<file path="src/common/sps_pkg.sv">
/*
 * constants for the supply supervisor and reset gating block.
 * assumes a 20 MHz system clock; comparator decisions arrive as pins.
 */
package sps_pkg;
    // system clock
    localparam int unsigned CLK_HZ = 20_000_000;
    // hold times in microseconds, as minimum figures
    localparam int unsigned HOLD_SHORT_US = 35_000;
    localparam int unsigned HOLD_LONG_US = 140_000;
    // internal timebase: 10.24 kHz nominal, so one tick every 1953 clocks
    localparam int unsigned TB_TICK_HZ = 10_240;
    localparam int unsigned TB_DIV = CLK_HZ / TB_TICK_HZ;
    // least times round up to whole timebase ticks
    localparam int unsigned HOLD_SHORT_TICKS =
        (HOLD_SHORT_US * (TB_TICK_HZ / 10) + 99_999) / 100_000;
    localparam int unsigned HOLD_LONG_TICKS =
        (HOLD_LONG_US * (TB_TICK_HZ / 10) + 99_999) / 100_000;
    // external timebase counts for the adjustable variants
    localparam int unsigned HOLD_EXT_SHORT_CLKS = 512;
    localparam int unsigned HOLD_EXT_LONG_CLKS = 2048;
    // hold counter width and divider width
    localparam int unsigned HOLD_W = 12;
    localparam int unsigned DIV_W = 12;
    // hold sequencer states
    typedef enum logic [1:0] {
        SPS_BACKUP = 2'b00,
        SPS_LOW = 2'b01,
        SPS_HOLD = 2'b10,
        SPS_RUN = 2'b11
    } sps_state_e;
endpackage

</file>
<file path="src/verilog/sps_supervisor.sv">
/*
 * supply supervisor: reset generation with a minimum hold, low-supply
 * flag, backup source selection, backup-mode output forcing and
 * memory chip-select gating.
 * assumes comparator decisions, the timebase pin, the power-fail sense
 * and the watchdog expiry pin all come from outside the clock domain; the
 * incoming chip-select is likewise synchronised, adding two cycles.
 */
// Notes on behaviour
// - reset asserted while supply below threshold
// - reset held minimum time after recovery
// - adjustable variants select hold duration
// - active-high reset inverts active-low reset
// - low-supply flag follows comparator, no hold delay
// - source switches with 70/50 mV hysteresis
// - backup indicator high while on battery
// - backup: power-fail warning forced low
// - backup: reset low, flag low, timebase ignored
// - backup: watchdog kick ignored, expiry high
// - valid supply passes chip-select through
// - invalid supply forces chip-select high
// - backup disregards incoming chip-select
module sps_supervisor #(
    parameter bit LONG_HOLD = 1'b0,
    parameter bit ADJUSTABLE = 1'b1,
    parameter int unsigned TB_DIVIDE = sps_pkg::TB_DIV
) (
    // clock and reset
    input wire logic SYS_CLK,
    input wire logic RESET,
    // comparator decisions
    input wire logic SUPPLY_BELOW_THRESHOLD,
    input wire logic SOURCE_ABOVE_SWITCH_HI,
    input wire logic SOURCE_BELOW_SWITCH_LO,
    // timebase selection
    input wire logic TIMEBASE_SOURCE_SELECT,
    input wire logic TIMEBASE_EXTERNAL_INPUT,
    // power-fail and watchdog
    input wire logic POWERFAIL_SENSE_INPUT,
    input wire logic WATCHDOG_KICK_INPUT,
    input wire logic WATCHDOG_EXPIRED,
    // memory chip-select, active low
    input wire logic CHIP_SELECT_IN_N,
    output logic CHIP_SELECT_OUT_N,
    // reset and status outputs
    output logic PROC_RESET_N,
    output logic PROC_RESET,
    output logic LOW_SUPPLY_N,
    output logic BACKUP_ACTIVE_INDICATOR,
    output logic POWERFAIL_WARNING_OUTPUT_N,
    output logic WATCHDOG_EXPIRY_OUTPUT_N
);
    import sps_pkg::*;


    // elaboration checks: divider and hold counts must fit their counters
    initial begin
        if (TB_DIVIDE < 2 || TB_DIVIDE >= (1 << DIV_W)) begin
            $error("TB_DIVIDE out of range");
        end
        if (HOLD_LONG_TICKS >= (1 << HOLD_W)) begin
            $error("internal hold count too wide");
        end
        if (HOLD_SHORT_TICKS >= (1 << HOLD_W)) begin
            $error("internal short hold count too wide");
        end
        if (HOLD_EXT_LONG_CLKS >= (1 << HOLD_W)) begin
            $error("external hold count too wide");
        end
        if (HOLD_EXT_SHORT_CLKS >= (1 << HOLD_W)) begin
            $error("external short hold count too wide");
        end
    end

    // hold reload values, picked once per variant

    localparam logic [HOLD_W-1:0] HOLD_INT = LONG_HOLD ?
        HOLD_W'(HOLD_LONG_TICKS) : HOLD_W'(HOLD_SHORT_TICKS);
    localparam logic [HOLD_W-1:0] HOLD_EXT = LONG_HOLD ?
        HOLD_W'(HOLD_EXT_LONG_CLKS) : HOLD_W'(HOLD_EXT_SHORT_CLKS);
    // last divider count before the internal tick
    localparam logic [DIV_W-1:0] DIV_LAST = DIV_W'(TB_DIVIDE - 1);

    // whole state of the block in one packed word

    typedef struct packed {
        logic [7:0] sync1;
        logic [7:0] sync2;
        logic ext_prev;
        logic [DIV_W-1:0] div;
        logic [HOLD_W-1:0] hold;
        sps_state_e state;
        logic on_batt;
        logic rst_n; // processor reset, active low
        logic rst; // processor reset, active high
        logic low_n; // low-supply flag
        logic bkp_ind; // backup indicator
        logic pfw_n; // power-fail warning
        logic wde_n; // watchdog expiry
        logic ce_n; // gated chip-select
    } sps_s;

    sps_s st_reg;
    sps_s st_next;

    // power-up image: reset asserted, source on main, memory locked out;
    // the hold is reloaded on leaving the low state, so a host reset
    // behaves like a fresh power-up and applies the full hold time
    localparam sps_s ST_RESET = '{
        sync1: 8'h00,
        sync2: 8'h00,
        ext_prev: 1'b0,
        div: '0,
        hold: '0,
        state: SPS_LOW,
        on_batt: 1'b0,
        rst_n: 1'b0,
        rst: 1'b1,
        low_n: 1'b0,
        bkp_ind: 1'b0,
        pfw_n: 1'b0,
        wde_n: 1'b1,
        ce_n: 1'b1
    };

    // external timebase in force: adjustable variants with select low
    function automatic logic ext_selected(input logic sel_sync);
        return ADJUSTABLE && !sel_sync;
    endfunction

    // hold reload for the timebase in force
    function automatic logic [HOLD_W-1:0] hold_load(input logic ext);
        return ext ? HOLD_EXT : HOLD_INT;
    endfunction

    // synchroniser bit positions
    localparam int unsigned S_BELOW = 0;
    localparam int unsigned S_HI = 1;
    localparam int unsigned S_LO = 2;
    localparam int unsigned S_SEL = 3;
    localparam int unsigned S_EXT = 4;
    localparam int unsigned S_PFS = 5;
    localparam int unsigned S_WD = 6;
    localparam int unsigned S_CE = 7;

    // whole next-state computation
    always_comb begin
        logic below;
        logic tick;
        logic batt;
        logic [7:0] pins;
        below = 1'b0;
        tick = 1'b0;
        batt = 1'b0;
        // pin order follows the synchroniser bit positions above
        pins = {CHIP_SELECT_IN_N,
                WATCHDOG_EXPIRED,
                POWERFAIL_SENSE_INPUT,
                TIMEBASE_EXTERNAL_INPUT,
                TIMEBASE_SOURCE_SELECT,
                SOURCE_BELOW_SWITCH_LO,
                SOURCE_ABOVE_SWITCH_HI,
                SUPPLY_BELOW_THRESHOLD};
        // default: every field keeps its value
        st_next = st_reg;
        // two-stage synchronisers; only stage two is read
        st_next.sync1 = pins;
        st_next.sync2 = st_reg.sync1;
        below = st_reg.sync2[S_BELOW];

        // source switching with hysteresis: hold between thresholds
        batt = st_reg.on_batt;
        if (st_reg.sync2[S_HI]) begin
            batt = 1'b0;
        end else if (st_reg.sync2[S_LO]) begin
            batt = 1'b1;
        end
        st_next.on_batt = batt;

        // timebase: internal divider, or external edges when selected
        st_next.ext_prev = st_reg.sync2[S_EXT];
        if (st_reg.div == DIV_LAST) begin
            st_next.div = '0;
        end else begin
            st_next.div = st_reg.div + 1'b1;
        end
        // edge detector starts at zero, as does its synchroniser, so no
        // false edge follows reset
        if (ext_selected(st_reg.sync2[S_SEL])) begin
            tick = st_reg.sync2[S_EXT] && !st_reg.ext_prev;
        end else begin
            tick = (st_reg.div == DIV_LAST);
        end

        // hold sequencer; backup wins over everything
        // low: supply below threshold, reset asserted
        // hold: supply back, reset kept until the count runs out
        // run: reset released
        // backup: on battery, all outputs forced
        // a dip during hold goes back to low, so the count restarts
        case (st_reg.state)
            SPS_BACKUP: begin
                if (!batt) begin
                    st_next.state = SPS_LOW;
                end
            end
            SPS_LOW: begin
                if (batt) begin
                    st_next.state = SPS_BACKUP;
                end else if (!below) begin
                    st_next.state = SPS_HOLD;
                    // reload picked for the timebase selected now; the tick source is not latched
                    st_next.hold = hold_load(
                        ext_selected(st_reg.sync2[S_SEL]));
                end
            end
            SPS_HOLD: begin
                if (batt) begin
                    st_next.state = SPS_BACKUP;
                end else if (below) begin
                    st_next.state = SPS_LOW;
                end else if (st_reg.hold == '0) begin
                    st_next.state = SPS_RUN;
                end else if (tick) begin
                    st_next.hold = st_reg.hold - 1'b1;
                end
            end
            SPS_RUN: begin
                if (batt) begin
                    st_next.state = SPS_BACKUP;
                end else if (below) begin
                    st_next.state = SPS_LOW;
                end
            end
            default: st_next.state = SPS_LOW;
        endcase

        // outputs; backup forcing of each pin
        // in backup the sense and watchdog pins are not read, and the select and
        // timebase pins feed only the tick and the hold reload, unused there, so a floating pin cannot disturb the outputs
        if (batt) begin
            st_next.rst_n = 1'b0;
            st_next.low_n = 1'b0;
            st_next.pfw_n = 1'b0;
            st_next.wde_n = 1'b1;
            st_next.ce_n = 1'b1;
        end else begin
            // reset released only once the hold has run out
            st_next.rst_n = !below && st_next.state == SPS_RUN;
            // flag follows the comparator with no hold delay
            st_next.low_n = !below;
            st_next.pfw_n = st_reg.sync2[S_PFS];
            // expiry cleared when the supply goes low
            st_next.wde_n = below || !st_reg.sync2[S_WD];
            // select is two cycles late: a limitation of synchronising it
            if (below) begin
                st_next.ce_n = 1'b1;
            end else begin
                st_next.ce_n = st_reg.sync2[S_CE];
            end
        end
        // taken from the same next value, so the pair never disagrees
        st_next.rst = !st_next.rst_n;
        st_next.bkp_ind = batt;
    end

    // register the whole state; reset looks like a fresh power-up
    always_ff @(posedge SYS_CLK) begin
        if (RESET) begin
            st_reg <= ST_RESET;
        end else begin
            st_reg <= st_next;
        end
    end


    // reset pair, straight from flip-flops
    assign PROC_RESET_N = st_reg.rst_n;
    assign PROC_RESET = st_reg.rst;

    // supply status, straight from flip-flops
    assign LOW_SUPPLY_N = st_reg.low_n;
    assign BACKUP_ACTIVE_INDICATOR = st_reg.bkp_ind;

    // warning outputs, straight from flip-flops
    assign POWERFAIL_WARNING_OUTPUT_N = st_reg.pfw_n;
    assign WATCHDOG_EXPIRY_OUTPUT_N = st_reg.wde_n;

    // gated memory select; glitch free since it is registered
    assign CHIP_SELECT_OUT_N = st_reg.ce_n;
endmodule

</file>
<file path="config.mk">
export PLATFORM = sky130hd
export DESIGN_NAME = sps_supervisor
export DESIGN_NICKNAME = d
export VERILOG_FILES = /design/src/common/sps_pkg.sv /design/src/verilog/sps_supervisor.sv
export SDC_FILE = /design/constraint.sdc
export NUM_CORES = 1
export LEC_CHECK = 0
export ABC_AREA = 1
export BUFFER_PORTS_ARGS = -buffer_cell sky130_fd_sc_hd__buf_4
export CORE_MARGIN = 5
export CORE_UTILIZATION = 45
export CTS_BUF_LIST = sky130_fd_sc_hd__clkbuf_4
export DETAILED_ROUTE_END_ITERATION = 12
export PLACE_DENSITY = 0.69
export REMOVE_ABC_BUFFERS = 1
export SYNTH_ARGS = -nofsm -noshare
export SYNTH_HDL_FRONTEND = slang
export SYNTH_SLANG_ARGS = --single-unit
</file>
<file path="constraint.sdc">
create_clock -name SYS_CLK -period 2.5 [get_ports SYS_CLK]
set_input_delay 0.5 -clock SYS_CLK [delete_from_list [all_inputs] [get_ports SYS_CLK]]
set_output_delay 0.5 -clock SYS_CLK [all_outputs]
set_load 0.01 [all_outputs]
</file>
==> results.py <==
metrics = {
    "critical_path": {
        "criticalPathCategory": "reg2reg",
        "timing.rr.end": "st_reg[18]",
        "cp_max_fo": 13,
        "start_kind": "register",
        "required_ns": 2.77,
        "r2r-start": "st_reg[10]",
        "slowest_delay_ns": 0.34,
        "arrival_ns": 2.07,
        "slowest_stage": "dfxtp_1",
        "timing.critical_path.to_type": "register",
        "crit_family": "simple AND/OR/NAND/NOR gates",
        "worst-path-buf-inv": 2,
        "worst-r2r-cell-count": 13,
        "cp_cell_sequence": "inv_1 -> ha_1 -> inv_2 -> nor2_2 -> nand3_2 -> nor2_4 -> nand2_2 -> nand3_2 -> nand2_4 -> nand2_4 -> nand2_1 -> nand2_1 -> nor2_1",
        "r2r_setup_slack_ns": 0.70,
    },
    "floorplan": {
        "die-width_um": 79.4,
        "die_area_um2": 6300,
        "die_h_um": 79.4,
        "start_util_pct": 46.2,
        "rows": 25,
        "ios": 18,
        "core_area_um2": 4690,
    },
    "timing": {
        "hold_violations": 0,
        "max-slew-margin-rel_pct": 58.9,
        "min_period_over_period_pct": 72.0,
        "fin_tns_setup_ns": 0,
        "worst_slew_pin_slew_ns": 0.616,
        "finalSetupViolations": 0,
        "slew_violations": 0,
        "finalClockSkew_ns": 0.00605,
        "rsz0062_at_grt": "no",
        "post-route-min-period_ns": 1.80,
        "fmax_mhz": 555,
    },
    "global_routing": {
        "use_met3_pct": 3.50,
        "grt_pass1_wl_um": 6560,
        "met1_usage_pct": 15.5,
        "met2_usage_pct": 22.2,
        "grtUsageTotal_pct": 13.0,
        "overflow": 0,
        "grt_pass1_vias": 1543,
        "antenna_found_initial": 0,
        "grt_max_degree": 29,
        "grt.busiest_layer": "met2",
    },
    "routing": {
        "ant_nets": 0,
        "firstDrtPassIters": 4,
        "wl_per_cell_um": 9.76,
        "drc": 0,
        "drt_wl_total_um": 3650,
        "drtIter0Drc": 88,
        "viasPerCell": 4.66,
        "vias": 1744,
    },
    "yosys": {
        "synth_xor_area_share_pct": 2.83,
        "yosysTopAreaCellShare_pct": 46.2,
        "synthCells": 303,
        "syn_area_um2": 2170,
        "synth_largest_area_cell": "dfxtp_1",
        "synthAdderAreaFrac_pct": 1.73,
        "ys_seq_elements": 50,
        "seq_area_frac_synth_pct": 46.2,
        "synth-compound-area-share_pct": 7.68,
        "synth_top_family_by_area": "simple AND/OR/NAND/NOR gates",
        "ys_types": 28,
        "ys_warn_count": 0,
        "muxShareOfSynthArea_pct": 0,
        "syn_area_per_cell_um2": 7.15,
        "yosys.area_share.simple_pct": 31.0,
        "synth_area_leaders": "dfxtp_1 (46%), nor2_1 (11%), nand2_1 (10%)",
    },
    "job": {
        "maxCapViolations": 0,
    },
    "place": {
        "port_buffers": 16,
        "dpl.hpwl_um": 2590,
        "numPlacedInstances": 366,
        "place_area_um2": 2320,
        "gp_congestion": 0.820,
    },
    "power_and_ir_drop": {
        "powerDensity_nw_per_um2": 660,
        "p_leak_uw": 0.00109,
        "worst_ir_drop_vdd_uv": 384,
        "total_power_uw": 1570,
    },
    "cells_and_area": {
        "drive_above_1_share_pct": 10.9,
        "finalInstanceArea_um2": 2380,
        "final_nets": 333,
        "stdcell_count": 374,
        "multi_input_area_um2": 936,
        "diodes": 0,
        "final-seq-area_um2": 1000,
        "fillCellCount": 490,
        "largest_reg_flops": 34,
        "syn_to_final_growth_pct": 9.76,
    },
    "clock_network": {
        "clk_path_buf_depth": 2,
        "clock_tree.root_cell": "clkbuf_4",
        "cts_tree": "done",
        "htreeDepth": 2,
        "clkLatencyLatePin_ns": 0.36,
        "cts_setup_buffers": 0,
        "cts_made_buffers": 5,
        "clk_pin_slew_ns": 0.14,
        "clock-sinks": 50,
        "cts-resized-gates": 0,
        "hold_buffers": 0,
    },
    "min_path": {
        "hold_start": "SOURCE_BELOW_SWITCH_LO",
        "holdPathStages": 3,
        "worstHoldPathType": "in2reg",
        "min_to": "st_next[37]",
    },
    "outcome": {
        "status": "finished, final reports clean",
    },
}
[metrics by stage]
step	hold slack (ns)	util [%]	worst slack [ns]
3_5_place_dp	0.366	49.4	0.749
3_3_place_gp	0.371	49.4	0.772
5_1_grt	0.299	50.7	0.515
6_report	0.327	50.7	0.699
4_1_cts	0.318	50.7	0.714
2_1_floorplan	0.351	-	0.956
[cell usage in the layout (no fill, tap or decap)]
cell,n
o31ai_1,1
dfxtp_1,50
xor2_1,4
nand2_4,2
nand3_1,18
o21ai_0,8
nand3_2,2
nor2_1,63
o21bai_1,1
nor2_4,2
nand2_2,1
inv_2,1
xnor2_1,3
nand4_1,1
o21a_1,1
nand2_1,58
inv_6,1
clkbuf_4,6
buf_4,17
clkinv_1,1
nor3_1,2
nor3b_1,3
o21ai_2,1
nor3_2,1
ha_1,3
a21oi_1,19
nor2_2,1
inv_1,49
[power by group]
part | leakage (uW) | switching (uW) | internal [uW]
registers | 0.000410 | 27.1 | 842
clock network | 0.0000337 | 252 | 122
logic | 0.000648 | 205 | 121
total | 0.00109 | 484 | 1090
[layout make-up]
cell class,instances,area share (%)
flip-flops and latches,50,42.1
clock buffers,6,1.89
multi-input cells,195,39.4
inverters,50,7.89
well taps,54,2.84
repair buffers,17,5.37
clock inverters,2,0.526
[worst max-delay path by stage]
stage | start | endpoint | depth (start not counted)
2_1_floorplan | st_reg[10] | st_reg[18] | 13
5_1_grt | st_reg[9] | st_reg[13] | 8
6_report | st_reg[10] | st_reg[18] | 13
3_5_place_dp | st_reg[10] | st_reg[18] | 13
3_3_place_gp | st_reg[10] | st_reg[19] | 13
4_1_cts | st_reg[10] | st_reg[18] | 13
[tightest hold or removal path, cell delays in order]
cell and delay [ns]:
buf_4 0.08, inv_1 0.03, nor2_1 0.06
[synth_stat cells]
| cell type | n |
|---|---|
| o21bai_1 | 1 |
| nand3_2 | 2 |
| nor3b_1 | 3 |
| o21ai_2 | 1 |
| buf_2 | 3 |
| nor2_1 | 63 |
| nand2_4 | 2 |
| ha_1 | 3 |
| inv_2 | 1 |
| nand2_1 | 58 |
| nor2_4 | 2 |
| inv_1 | 49 |
| o31ai_1 | 1 |
| a21oi_1 | 19 |
| buf_1 | 2 |
| nand3_1 | 18 |
| nor3_1 | 2 |
| nor2_2 | 1 |
| xor2_1 | 4 |
| nor3_2 | 1 |
| dfxtp_1 | 50 |
| nand2_2 | 1 |
| o21a_1 | 1 |
| clkbuf_1 | 2 |
| o21ai_0 | 8 |
| nand4_1 | 1 |
| buf_6 | 1 |
| xnor2_1 | 3 |
[cell families (layout without fill, tap and decap cells)]
logic type               Yosys count  after routing
AO/OA/AOI/OAI                     31             31
XOR/XNOR                           7              7
adder cells (fa/ha/maj)            3              3
buffers and inverters             58             75
flip-flops                        50             50
AND/OR/NAND/NOR                  154            154
[layer usage]
| layer | vias up | part of all wire (%) |
|---|---|---|
| met4 | 0 | 1.5 |
| met5 | - | 0 |
| met1 | 758 | 48 |
| met2 | 27 | 46 |
| met3 | 6 | 4.3 |
| li1 | 953 | - |
(Power assumes the default switching activity.)
